File: config.mk
export PLATFORM = sky130hd
export DESIGN_NAME = nibble_cpu_register_datapath
export DESIGN_NICKNAME = d
export VERILOG_FILES = /design/src/nibble_pkg.sv /design/src/clock_divider.sv /design/src/nibble_adder.sv /design/src/nibble_cpu_register_datapath.sv
export SDC_FILE = /design/constraint.sdc
export NUM_CORES = 1
export LEC_CHECK = 0
export ABC_AREA = 1
export BUFFER_PORTS_ARGS = -buffer_cell sky130_fd_sc_hd__buf_2
export CAP_MARGIN = 20
export CORE_MARGIN = 3
export CORE_UTILIZATION = 54
export DETAILED_ROUTE_END_ITERATION = 10
export GPL_TIMING_DRIVEN = 0
export PLACE_DENSITY = 0.8
export SYNTH_ARGS = -nofsm -noshare
export SYNTH_HDL_FRONTEND = slang
export SYNTH_SLANG_ARGS = --single-unit
File: constraint.sdc
create_clock -name i_clk -period 2.75 [get_ports i_clk]
set_clock_uncertainty 0.1 [all_clocks]
set_input_delay 0 -clock i_clk [delete_from_list [all_inputs] [get_ports i_clk]]
set_output_delay 0 -clock i_clk [all_outputs]
set_load 0.1 [all_outputs]
File: src/nibble_pkg.sv
// constants, command codes and bus carrier for the nibble datapath
// assumes a single 10 MHz clock that stands for the oscillator input
package nibble_pkg;

    // ----------------------------------------------------------------
    // clock derivation
    // ----------------------------------------------------------------
    localparam int unsigned CLK_RATE_HZ = 10_000_000; // oscillator rate
    localparam int unsigned SYS_DIV_SLOW = 8; // system clock divide before select
    localparam int unsigned INSTR_DIV = 4; // system ticks per machine cycle
    localparam logic [2:0] PRE_LAST = 3'(SYS_DIV_SLOW - 1);
    localparam logic [1:0] INSTR_LAST = 2'(INSTR_DIV - 1);

    // ----------------------------------------------------------------
    // register map, byte addresses
    // ----------------------------------------------------------------
    localparam logic [4:0] OFS_COMMAND = 5'h00; // write: execute one instruction
    localparam logic [4:0] OFS_STATUS = 5'h04; // read: a, b, flags
    localparam logic [4:0] OFS_PAIR = 5'h08; // read: byte pair register
    localparam logic [4:0] OFS_POINTER = 5'h0C; // read: table pointer, rom address
    localparam logic [4:0] OFS_OPERAND = 5'h10; // read/write: ram nibble, rom word

    // command word fields
    localparam int unsigned CMD_OP_LSB = 0;
    localparam int unsigned CMD_IMM_LSB = 8;
    // operand word fields
    localparam int unsigned OPD_RAM_LSB = 0;
    localparam int unsigned OPD_ROM_LSB = 8;
    // status word fields
    localparam int unsigned ST_A_LSB = 0;
    localparam int unsigned ST_B_LSB = 4;
    localparam int unsigned ST_CARRY = 8;
    localparam int unsigned ST_URS = 9;
    localparam int unsigned ST_FAST = 10;
    localparam int unsigned ST_EQUAL = 11;
    // pointer word fields
    localparam int unsigned PT_ROM_LSB = 8;
    // rom word bit copied into carry
    localparam int unsigned ROM_TOP_BIT = 8;

    // reset values
    localparam logic [3:0] NIBBLE_RST = 4'h0;
    localparam logic [7:0] PAIR_RST = 8'h00;
    localparam logic [2:0] POINTER_RST = 3'h0;
    localparam logic [8:0] ROM_RST = 9'h000;

    // instruction set of the datapath, codes in declaration order
    typedef enum logic [4:0] {
        OP_NOP,
        OP_LOAD_IMM,
        OP_ADD_IMM,
        OP_ADD_MEMORY,
        OP_ADD_WITH_CARRY_MEM,
        OP_COMPARE_MEM,
        OP_SET_BIT,
        OP_CLR_BIT,
        OP_ROTATE_RIGHT_INSTR,
        OP_SET_CARRY_INSTR,
        OP_CLEAR_CARRY_INSTR,
        OP_A_TO_B,
        OP_EXCHANGE_AB,
        OP_AB_TO_PAIR,
        OP_PAIR_TO_AB,
        OP_A_TO_POINTER,
        OP_TABLE_LOOKUP_INSTR,
        OP_UPPER_BIT_REF_SET_INSTR,
        OP_CLOCK_SPEED_SELECT_INSTR
    } opcode_e;

    // avalon-mm request from the master
    typedef struct packed {
        logic read;
        logic write;
        logic [4:0] address;
        logic [31:0] writedata;
    } avmm_req_s;

endpackage

File: src/clock_divider.sv
// system and instruction clock strobes derived from the oscillator
// assumes i_clk is the oscillator input itself
`timescale 1ns/1ps
module clock_divider (
    input wire logic i_clk,
    input wire logic i_resetn,
    input wire logic i_fast, // clock speed select has been executed
    output logic o_sys_tick,
    output logic o_instr_tick
);
    import nibble_pkg::*;

    logic [2:0] pre_q; // oscillator prescaler
    logic [1:0] instr_q; // system ticks inside a machine cycle
    logic sys_tick_d;
    logic sys_tick_q;
    logic instr_tick_q;

    // ----------------------------------------------------------------
    // strobes
    // ----------------------------------------------------------------
    // undivided when fast, else one in eight (see RULE_01)
    assign sys_tick_d = i_fast | (pre_q == PRE_LAST);

    // counters and registered strobes, four system ticks per cycle (see RULE_02)
    always_ff @(posedge i_clk or negedge i_resetn) begin
        if (!i_resetn) begin
            pre_q <= 3'h0;
            instr_q <= 2'h0;
            sys_tick_q <= 1'b0;
            instr_tick_q <= 1'b0;
        end else begin
            pre_q <= pre_q + 3'h1;
            sys_tick_q <= sys_tick_d;
            instr_tick_q <= sys_tick_d & (instr_q == INSTR_LAST);
            if (sys_tick_d) begin
                instr_q <= instr_q + 2'h1;
            end
        end
    end

    assign o_sys_tick = sys_tick_q;
    assign o_instr_tick = instr_tick_q;
endmodule

File: src/nibble_adder.sv
// 4-bit adder with carry in and carry out
// assumes purely combinational use inside the datapath
`timescale 1ns/1ps
module nibble_adder (
    input wire logic [3:0] i_a,
    input wire logic [3:0] i_b,
    input wire logic i_cin,
    output logic [3:0] o_sum,
    output logic o_cout
);
    logic [4:0] total; // five-bit sum keeps the carry

    // nibble addition (see RULE_03)
    assign total = {1'b0, i_a} + {1'b0, i_b} + {4'h0, i_cin};
    assign o_sum = total[3:0];
    assign o_cout = total[4];
endmodule

File: src/nibble_cpu_register_datapath.sv
// datapath of a small nibble processor: accumulator, carry, aux nibble,
// byte pair, table pointer, upper-bit reference flag and clock strobes.
// assumes an avalon-mm master that holds each request until waitrequest is low
//
// Summary of operation
// RULE_01: system clock is osc/8, then undivided
// RULE_02: instruction clock is system clock over four
// RULE_03: arithmetic unit adds, compares, manipulates 4-bit nibbles
// RULE_04: accumulator is the 4-bit working operand
// RULE_05: add-with-carry memory sets carry on overflow
// RULE_06: add immediate and add memory keep carry
// RULE_07: rotate right loads carry from accumulator bit0
// RULE_08: set carry forces 1, clear forces 0
// RULE_09: auxiliary nibble stores data, pairs with accumulator
// RULE_10: pair register: upper to aux, lower to accumulator
// RULE_11: pointer plus accumulator forms 7-bit rom address
// RULE_12: table lookup copies rom bit8 when flag set
// RULE_13: reference flag clears on reset, only settable (the code also clears it on a ram back-up return pulse)
// RULE_14: rotate right moves old carry into bit3
// RULE_15: add-with-carry sums ram, accumulator and carry
//
// The register addresses and the Avalon-MM register port were chosen for this implementation.
`timescale 1ns/1ps
module nibble_cpu_register_datapath (
    input wire logic i_clk,
    input wire logic i_resetn,
    input wire logic i_ram_backup_return, // pulse on return from ram back-up
    input wire nibble_pkg::avmm_req_s i_avm,
    output logic [31:0] o_readdata,
    output logic o_waitrequest,
    output logic [6:0] o_rom_addr,
    output logic o_carry_flag,
    output logic o_system_clock,
    output logic o_instruction_clock
);
    import nibble_pkg::*;

    // ----------------------------------------------------------------
    // state
    // ----------------------------------------------------------------
    logic [3:0] acc_q; // accumulator
    logic [3:0] acc_d;
    logic [3:0] aux_q; // auxiliary nibble
    logic [3:0] aux_d;
    logic [7:0] pair_q; // byte pair register
    logic [7:0] pair_d;
    logic [2:0] ptr_q; // table pointer
    logic [2:0] ptr_d;
    logic carry_q; // carry flag
    logic carry_d;
    logic urs_q; // upper-bit reference flag
    logic urs_d;
    logic fast_q; // clock speed select has been executed
    logic fast_d;
    logic equal_q; // result of the last compare
    logic equal_d;
    logic [3:0] ram_q; // addressed ram nibble
    logic [8:0] rom_q; // rom word read at the table address
    logic rd_done_q; // read answered, waiting for release
    logic [31:0] rdata_q; // registered read data

    // ----------------------------------------------------------------
    // clock strobes
    // ----------------------------------------------------------------
    logic sys_tick;
    logic instr_tick;

    // oscillator divided into system and machine cycles
    clock_divider u_clk (
        .i_clk(i_clk),
        .i_resetn(i_resetn),
        .i_fast(fast_q),
        .o_sys_tick(sys_tick),
        .o_instr_tick(instr_tick)
    );

    // ----------------------------------------------------------------
    // bus decode
    // ----------------------------------------------------------------
    wire sel_cmd = i_avm.address == OFS_COMMAND;
    wire sel_status = i_avm.address == OFS_STATUS;
    wire sel_pair = i_avm.address == OFS_PAIR;
    wire sel_ptr = i_avm.address == OFS_POINTER;
    wire sel_opd = i_avm.address == OFS_OPERAND;
    // command write waits for the next machine cycle
    wire cmd_wr = i_avm.write & sel_cmd;
    // one instruction per machine cycle (see RULE_02)
    wire exec = cmd_wr & instr_tick;
    wire opd_wr = i_avm.write & sel_opd;
    // a read takes one wait state, then stands one cycle
    wire rd_wait = i_avm.read & ~rd_done_q;

    // command fields
    wire opcode_e op = opcode_e'(i_avm.writedata[CMD_OP_LSB +: 5]);
    wire [3:0] imm = i_avm.writedata[CMD_IMM_LSB +: 4];
    wire [1:0] bit_idx = imm[1:0];

    // ----------------------------------------------------------------
    // arithmetic
    // ----------------------------------------------------------------
    logic [3:0] sum;
    logic cout;
    // immediate adds take the command nibble, others the ram nibble
    wire [3:0] add_b = (op == OP_ADD_IMM) ? imm : ram_q;
    // only add-with-carry feeds the carry in (see RULE_15)
    wire add_cin = (op == OP_ADD_WITH_CARRY_MEM) & carry_q;

    // shared adder for every add (see RULE_03)
    nibble_adder u_add (
        .i_a(acc_q),
        .i_b(add_b),
        .i_cin(add_cin),
        .o_sum(sum),
        .o_cout(cout)
    );

    // accumulator with one bit forced
    logic [3:0] bit_mask;
    assign bit_mask = 4'h1 << bit_idx;

    // rom bit reaches carry only when reference is enabled (see RULE_12)
    wire lookup_carry = urs_q ? rom_q[ROM_TOP_BIT] : carry_q;

    // ----------------------------------------------------------------
    // instruction execution
    // ----------------------------------------------------------------
    // next state of every datapath register
    always_comb begin
        acc_d = acc_q;
        aux_d = aux_q;
        pair_d = pair_q;
        ptr_d = ptr_q;
        carry_d = carry_q;
        urs_d = urs_q;
        fast_d = fast_q;
        equal_d = equal_q;
        if (exec) begin
            case (op)
                // accumulator takes the immediate (see RULE_04)
                OP_LOAD_IMM: begin
                    acc_d = imm;
                end
                // carry left alone (see RULE_06)
                OP_ADD_IMM, OP_ADD_MEMORY: begin
                    acc_d = sum;
                end
                // low nibble kept, carry out recorded (see RULE_05, RULE_15)
                OP_ADD_WITH_CARRY_MEM: begin
                    acc_d = sum;
                    carry_d = cout;
                end
                // nibble compare against ram (see RULE_03)
                OP_COMPARE_MEM: begin
                    equal_d = acc_q == ram_q;
                end
                // single-bit manipulation (see RULE_03)
                OP_SET_BIT: begin
                    acc_d = acc_q | bit_mask;
                end
                OP_CLR_BIT: begin
                    acc_d = acc_q & ~bit_mask;
                end
                // bit0 to carry (see RULE_07), old carry to bit3 (see RULE_14)
                OP_ROTATE_RIGHT_INSTR: begin
                    acc_d = {carry_q, acc_q[3:1]};
                    carry_d = acc_q[0];
                end
                // forced carry (see RULE_08)
                OP_SET_CARRY_INSTR: begin
                    carry_d = 1'b1;
                end
                OP_CLEAR_CARRY_INSTR: begin
                    carry_d = 1'b0;
                end
                // temporary nibble store (see RULE_09)
                OP_A_TO_B: begin
                    aux_d = acc_q;
                end
                OP_EXCHANGE_AB: begin
                    aux_d = acc_q;
                    acc_d = aux_q;
                end
                // byte transfer, aux high, accumulator low (see RULE_10)
                OP_AB_TO_PAIR: begin
                    pair_d = {aux_q, acc_q};
                end
                OP_PAIR_TO_AB: begin
                    aux_d = pair_q[7:4];
                    acc_d = pair_q[3:0];
                end
                // pointer loads from accumulator (see RULE_11)
                OP_A_TO_POINTER: begin
                    ptr_d = acc_q[2:0];
                end
                // rom word lands in aux and accumulator (see RULE_12)
                OP_TABLE_LOOKUP_INSTR: begin
                    aux_d = rom_q[7:4];
                    acc_d = rom_q[3:0];
                    carry_d = lookup_carry;
                end
                // set only, no instruction clears it (see RULE_13)
                OP_UPPER_BIT_REF_SET_INSTR: begin
                    urs_d = 1'b1;
                end
                // switch to the undivided system clock (see RULE_01)
                OP_CLOCK_SPEED_SELECT_INSTR: begin
                    fast_d = 1'b1;
                end
                // nop and unknown codes change nothing
                default: begin
                    acc_d = acc_q;
                end
            endcase
        end
        // back-up return clears the reference flag (see RULE_13)
        if (i_ram_backup_return) begin
            urs_d = 1'b0;
        end
    end

    // ----------------------------------------------------------------
    // registers
    // ----------------------------------------------------------------
    // datapath registers
    always_ff @(posedge i_clk or negedge i_resetn) begin
        if (!i_resetn) begin
            acc_q <= NIBBLE_RST;
            aux_q <= NIBBLE_RST;
            pair_q <= PAIR_RST;
            ptr_q <= POINTER_RST;
            carry_q <= 1'b0;
            urs_q <= 1'b0; // cleared by reset (see RULE_13)
            fast_q <= 1'b0;
            equal_q <= 1'b0;
        end else begin
            acc_q <= acc_d;
            aux_q <= aux_d;
            pair_q <= pair_d;
            ptr_q <= ptr_d;
            carry_q <= carry_d;
            urs_q <= urs_d;
            fast_q <= fast_d;
            equal_q <= equal_d;
        end
    end

    // operand register written by software
    always_ff @(posedge i_clk or negedge i_resetn) begin
        if (!i_resetn) begin
            ram_q <= NIBBLE_RST;
            rom_q <= ROM_RST;
        end else if (opd_wr) begin
            ram_q <= i_avm.writedata[OPD_RAM_LSB +: 4];
            rom_q <= i_avm.writedata[OPD_ROM_LSB +: 9];
        end
    end

    // ----------------------------------------------------------------
    // read path
    // ----------------------------------------------------------------
    // page-relative rom address for lookups and indirect jumps (see RULE_11)
    wire [6:0] rom_addr = {ptr_q, acc_q};

    logic [31:0] status_word;
    logic [31:0] pair_word;
    logic [31:0] ptr_word;
    logic [31:0] opd_word;
    logic [31:0] rd_mux;

    assign status_word = {20'h00000, equal_q, fast_q, urs_q, carry_q, aux_q, acc_q};
    assign pair_word = {24'h000000, pair_q};
    assign ptr_word = {17'h00000, rom_addr, 5'h00, ptr_q};
    assign opd_word = {15'h0000, rom_q, 4'h0, ram_q};

    // unmapped and write-only addresses read as zero
    assign rd_mux = sel_status ? status_word :
                    sel_pair ? pair_word :
                    sel_ptr ? ptr_word :
                    sel_opd ? opd_word : 32'h00000000;

    // read answered one cycle after it is seen
    always_ff @(posedge i_clk or negedge i_resetn) begin
        if (!i_resetn) begin
            rd_done_q <= 1'b0;
            rdata_q <= 32'h00000000;
        end else begin
            rd_done_q <= rd_wait;
            if (rd_wait) begin
                rdata_q <= rd_mux;
            end
        end
    end

    // ----------------------------------------------------------------
    // outputs
    // ----------------------------------------------------------------
    // command writes stall until a machine cycle boundary
    assign o_waitrequest = rd_wait | (cmd_wr & ~instr_tick);
    assign o_readdata = rdata_q;
    assign o_rom_addr = rom_addr;
    assign o_carry_flag = carry_q;
    assign o_system_clock = sys_tick;
    assign o_instruction_clock = instr_tick;
endmodule

==> results of run 1 <==
## per-layer routing
layer | up-vias | global-route usage (%)
met1 | 1647 | 37.95
met4 | 0 | 12.32
met2 | 221 | 42.84
met5 | - | 0
li1 | 1657 | -
met3 | 30 | 6.274
## per-stage QoR
step	setup WS, ns	hold slack (ns)	power (µW)
after floorplan	0.2579	-0.3956	1322
after global placement	0.01540	0.05334	1421
after detailed placement	0.0009557	-0.08587	1435
after CTS	0.1352	0.006538	2381
after global routing	0.04464	0.05108	2469
final	0.2417	0.01838	2379
## cell families after synthesis
logic type | after synthesis | share of synthesized area [%]
xor gates and xnor gates | 5 | 1.250
and+or+nand+nor | 216 | 26.45
adders and majority gates | 8 | 3.285
AOI/OAI and AO/OA | 92 | 14.17
other | 1 | 0.1070
DFF | 61 | 43.56
muxes | 2 | 0.6426
buffers and inverters | 80 | 10.53
## worst register-to-register path: stages (launching register included)
cell	delay, ns
dfrtp_1	0.45
nand2_1	0.09
o21ai_0	0.13
fa_2	0.41
fa_1	0.40
a21oi_1	0.16
nor2_1	0.07
o21ai_0	0.17
nand3_1	0.09
nand2_1	0.07
o21ai_0	0.09
## state kept, by name, summed over array words and instances, names as in the netlist, 2 cells and up
name           cells
o_readdata        17
rom_q              9
pair_q             8
acc_q              4
aux_q              4
ram_q              4
ptr_q              3
u_clk.pre_q        3
u_clk.instr_q      2
## layout by cell type, fill, tap and decap left out, types with 15 or more instances in the layout
cell type        n
nand3_1         28
buf_2           51
buf_4           16
conb_1          15
a21oi_1         22
nor2_1          44
inv_1           50
dlygate4sd3_1   17
o21ai_0         48
dfrtp_1         61
nand2_1        125
## final cells by class
type                    instances  area [µm²]
plain buffers                  26       166.4
clock buffers                  12       165.2
clock inverters                 3       67.56
fillers                       526        1764
inverters                      54       205.2
multi-input cells             338        1667
flip-flops and latches         61        1526
well taps                      75       93.84
repair buffers                 68       440.4
## Yosys cell counts
cell type and number:
nor2_2 3, a31o_2 1, conb_1 1, a21o_1 1
mux2_2 2, nand3_1 28, o2111ai_1 2, nand4_1 4
o22ai_1 5, buf_6 1, nor3_1 2, a21oi_2 2
o21ai_1 7, nor2_1 44, fa_1 2, dfrtp_1 61
inv_2 4, buf_2 1, nand2_1 126, o31ai_1 1
nand3_2 3, nand4_4 1, a21oi_1 22, xnor2_1 2
clkbuf_1 8, ha_1 6, o211ai_1 1, o2bb2ai_1 1
o21ai_0 49, xor2_1 3, inv_1 50, buf_4 16
nand2_2 2, nor3_2 2, nor2_4 1
## power by group
part / internal (µW) / switching [µW]
combinational: 118 / 347
sequential: 944 / 34.8
clock: 579 / 355
total: 1640 / 737
## worst max path at each step
| stage | endpoint | slack (ns) | cells past startpoint |
|---|---|---|---|
| after floorplan | o_carry_flag | 0.26 | 10 |
| after global placement | o_carry_flag | 0.02 | 15 |
| after detailed placement | o_carry_flag | 0.001 | 15 |
| after CTS | o_carry_flag | 0.14 | 14 |
| after global routing | o_carry_flag | 0.04 | 14 |
| final | o_carry_flag | 0.24 | 14 |
## timing repair
action,in CTS,in global routing
hold buffers,17,0
setup endpoints to repair,0,1
gates resized for setup,0,3
endpoints found under the hold margin,80,0
==> flow_metrics.env, run 1 <==
export IMPL_status="complete, no violations"
export IMPL_grt_pass1_vias=3361
export IMPL_wl_met3_um=977
export IMPL_critPathTopFamily="buffers and inverters"
export IMPL_whs_path_depth=5
export IMPL_synth_seq_cells=61
export IMPL_crit_path_end_kind="flip-flop"
export IMPL_cap_violations=0
export IMPL_synth_top_area_cell="dfrtp_1"
export IMPL_worstHoldEndpoint="pair_q[4]"
export IMPL_drive_gt1_share_pct=19.04
export IMPL_path_max_fanout=10
export IMPL_initial_core_util_pct=57.49
export IMPL_nets=608
export IMPL_rsz0062_at_grt="false"
export IMPL_setup_viol=0
export IMPL_fin_crit_ns=2.508
export IMPL_synth_avg_cell_area_um2=7.537
export IMPL_netlist_area_um2=3505
export IMPL_finalHoldViolations=0
export IMPL_num_antenna_cells=0
export IMPL_grt_max_degree=41
export IMPL_cts_tree="yes"
export IMPL_synthCells=465
export IMPL_worstReg2RegEnd="o_carry_flag"
export IMPL_fin_setup_tns_ns=0
export IMPL_antenna_found_initial=0
export IMPL_gr_total_overflow=0
export IMPL_utilization_pct=71.06
export IMPL_critPathLaunch="i_avm[4]"
export IMPL_grtUsageTotal_pct=27.90
export IMPL_worst_r2r_setup_slack_ns=0.40
export IMPL_grt_pass1_wl_um=16060
export IMPL_die_area_um2=7493
export IMPL_cp_common_cell="o21ai_0"
export IMPL_yosysSeqAreaShare_pct=43.56
export IMPL_cts_made_buffers=9
export IMPL_dp_cells=605
export IMPL_clock_root_buffer="clkbuf_8"
export IMPL_reg2reg_from="ram_q[0]"
export IMPL_post_cts_buffers=0
export IMPL_start_kind="input port"
export IMPL_areaGrowthSynthToFinish_pct=23.60
export IMPL_slew_violations=0
export IMPL_core_area_um2=6096
export IMPL_cp_slowest_cell="dlygate4sd3_1"
export IMPL_fp_dieH_um=86.56
export IMPL_die_x_um=86.56
export IMPL_timing_fmax_mhz=398.7
export IMPL_critical_path_buf_inv_count=3
export IMPL_cp_cell_sequence="dlygate4sd3_1 -> buf_2 -> inv_4 -> nand2_2 -> nand2_1 -> o21ai_0 -> fa_2 -> fa_1 -> a21oi_1 -> nor2_1 -> o21ai_0 -> nand3_1 -> nand2_1 -> o21ai_0"
export IMPL_wl_met1_um=4035
export IMPL_yosys_top_cells_area="dfrtp_1 (44%), nand2_1 (13%), o21ai_0 (7.0%)"
export IMPL_synth_cell_types=35
export IMPL_crit_arrival_ns=2.64
export IMPL_ioPinCount=85
export IMPL_final_area_um2=4332
export IMPL_irDropWorstVdd_mv=0.4744
export IMPL_clk_pin_slew_ns=0.07
export IMPL_ant_nets=0
export IMPL_synth_top_area_share_pct=43.56
export IMPL_wl_um=9859
export IMPL_io_buffers=50
export IMPL_drt_initial_drc_count=319
export IMPL_vias_per_cell=5.581
export IMPL_drcViolationCount=0
export IMPL_dr_pass1_iters=5
export IMPL_top_layer="met4"
export IMPL_worst_slew_pin_slew_ns=0.5848
export IMPL_finalNonFillerCells=637
export IMPL_clk_latency_ns=0.35
export IMPL_rows=28
export IMPL_num_vias=3555
export IMPL_cts_sinks=61
export IMPL_wl_met2_um=4513
export IMPL_slew_headroom_pct=60.87
export IMPL_place_area_um2=3921
export IMPL_wl_per_cell_um=15.48
export IMPL_clock_path_buffers=2
export IMPL_p_leak_uw=0.002341
export IMPL_synth_warnings=0
export IMPL_power_density_nw_per_um2=549.2
export IMPL_max_stage_delay_ns=0.54
export IMPL_place_congestion=0.9216
export IMPL_holdCritStartpoint="i_avm[3]"
export IMPL_hpwlAfterDp_um=7202
export IMPL_cp_required_ns=2.88
export IMPL_min_path_type="input port to flip-flop"
export IMPL_min_period_over_period_pct=91.21
export IMPL_reg2reg_depth=10
export IMPL_h_tree_depth=3
export IMPL_critPathKind="input port to flip-flop"
Note: power is estimated with default switching activity, not from simulation.
==> run 2, diff against run 1 <==
- MAX_ROUTING_LAYER: unset -> met4
==> run 2 against run 1 <==
  * Die area stayed put
  * Global-route usage grew 0.58 points
  * First-iteration DRC count shrank 22%
  * Wire length decreased by 0.30%
  * Hold slack improved by 0.0024 ns
  * Design area fell by 0.20%
  * Critical path depth unchanged
  * Register-to-register slack better by 0.02 ns
  * Count of clock-buffer cells in the layout is the same
  * Core utilization shrank 0.14 points
  * Flip-flop and latch count unchanged
  * Non-clock buffer count unchanged
  * Critical path type unchanged
==> flow_metrics.env, run 2 (synthesis gave the netlist of run 1 again) <==
export IMPL_grtUsageTotal_pct=28.48
export IMPL_cap_violations=0
export IMPL_utilization_pct=70.92
export IMPL_clock_root_buffer="clkbuf_8"
export IMPL_final_area_um2=4323
export IMPL_io_buffers=50
export IMPL_largest_reg_flops=17
export IMPL_ant_nets=0
export IMPL_setup_viol=0
export IMPL_place_area_um2=3921
export IMPL_drive_gt1_share_pct=18.86
export IMPL_core_area_um2=6096
export IMPL_clock_path_buffers=2
export IMPL_antenna_found_initial=0
export IMPL_status="complete, no violations"
export IMPL_ioPinCount=85
export IMPL_vias_per_cell=5.435
export IMPL_timing_fmax_mhz=403.3
export IMPL_fill_cells=491
export IMPL_post_cts_buffers=0
export IMPL_crit_path_end_kind="flip-flop"
export IMPL_hpwlAfterDp_um=7275
export IMPL_rows=28
export IMPL_slew_headroom_pct=55.51
export IMPL_path_max_fanout=10
export IMPL_num_vias=3462
export IMPL_wl_per_cell_um=15.43
export IMPL_crit_arrival_ns=2.61
export IMPL_h_tree_depth=3
export IMPL_wl_um=9829
export IMPL_fp_dieH_um=86.56
export IMPL_grt_pass1_wl_um=15760
export IMPL_fin_crit_ns=2.479
export IMPL_cts_sinks=61
export IMPL_die_area_um2=7493
export IMPL_place_congestion=0.9613
export IMPL_start_kind="input port"
export IMPL_worst_slew_pin_slew_ns=0.6650
export IMPL_grt_max_degree=41
export IMPL_nets=608
export IMPL_clk_latency_ns=0.35
export IMPL_min_path_type="input port to flip-flop"
export IMPL_grt_pass1_vias=3208
export IMPL_cts_tree="yes"
export IMPL_final_common_cell="nand2_1"
export IMPL_slew_violations=0
export IMPL_cp_required_ns=2.88
export IMPL_power_density_nw_per_um2=546.8
export IMPL_drcViolationCount=0
export IMPL_initial_core_util_pct=57.49
export IMPL_p_leak_uw=0.002339
export IMPL_irDropWorstVdd_mv=0.3900
export IMPL_dr_pass1_iters=5
export IMPL_finalHoldViolations=0
export IMPL_cts_made_buffers=9
export IMPL_worst_hold_slack_ns=0.02080
export IMPL_gr_total_overflow=0
export IMPL_min_period_over_period_pct=90.16
export IMPL_clk_pin_slew_ns=0.07
export IMPL_die_x_um=86.56
export IMPL_num_antenna_cells=0
export IMPL_drt_initial_drc_count=248
export IMPL_critPathKind="input port to flip-flop"
export IMPL_areaGrowthSynthToFinish_pct=23.35
export IMPL_mostFrequentLayoutCells="nand2_1 (125), dfrtp_1 (61), buf_2 (51), inv_1 (50), o21ai_0 (48)"
## run 2: cell types whose count changed in the layout (fill, tap and decap cells not counted)
cell and change:
clkbuf_1 +1, clkbuf_8 -1, clkinv_4 +1, clkinvlp_4 -1
## run 2: critical path: stages
cell and delay [ns]:
dlygate4sd3_1 0.52, buf_2 0.17, inv_4 0.12, nand2_2 0.12
nand2_1 0.08, o21ai_0 0.15, fa_2 0.41, fa_1 0.40
a21oi_1 0.17, nor2_1 0.07, o21ai_0 0.15, nand3_1 0.09
nand2_1 0.07, o21ai_0 0.07
## run 2: final timing paths
check                                    start              to  slack (ns)  depth (start not counted)
worst max-delay path                  i_avm[4]    o_carry_flag        0.27                         14
worst min-delay path                  i_avm[3]       pair_q[4]        0.02                          5
worst max register to register        ram_q[0]    o_carry_flag        0.42                         10
worst min register to register  u_clk.pre_q[0]  u_clk.pre_q[0]        0.33                          1
max in group asynchronous             i_resetn        rom_q[7]        1.84                          3
min in group asynchronous             i_resetn        ptr_q[1]        0.10                          2
## run 2: repair_timing
action | 4_1_cts | 5_1_grt
resized for setup | 0 | 3
hold endpoints to repair | 80 | 0
hold buffers | 17 | 0
setup endpoints to repair | 0 | 1
## run 2: layout make-up
cell class / count / area [µm²] / share of cell area (%)
multi-input cells: 338 / 1667 / 38.55
flip-flops and latches: 61 / 1526 / 35.31
repair buffers: 68 / 440.4 / 10.19
inverters: 54 / 205.2 / 4.747
plain buffers: 26 / 166.4 / 3.849
clock buffers: 12 / 155.1 / 3.589
well taps: 75 / 93.84 / 2.171
clock inverters: 3 / 68.82 / 1.592
## run 2: layer usage
metal  track usage (%)  share of wire (%)  up-vias
met5                 -                  0        -
met3             3.802                9.3       19
met2             44.30                 46      183
met1             37.08                 42     1595
li1                  -                  -     1665
met4             13.31                2.5        0
## run 2: where the power goes
| group | leakage (µW) | switching, µW | internal [µW] |
|---|---|---|---|
| registers | 0.000792 | 33.8 | 944 |
| clock network | 0.000113 | 364 | 557 |
| logic | 0.00143 | 346 | 119 |
## run 2: through the flow
stage | setup TNS [ns] | total power (µW) | instances | setup WS (ns)
5_1_grt | -0.01254 | 2441 | 637 | -0.01254
2_1_floorplan | 0 | 1322 | 479 | 0.2579
6_report | 0 | 2364 | 637 | 0.2706
3_5_place_dp | -0.006410 | 1435 | 605 | -0.006410
3_3_place_gp | -0.01182 | 1423 | 604 | -0.01182
4_1_cts | 0 | 2357 | 637 | 0.1220
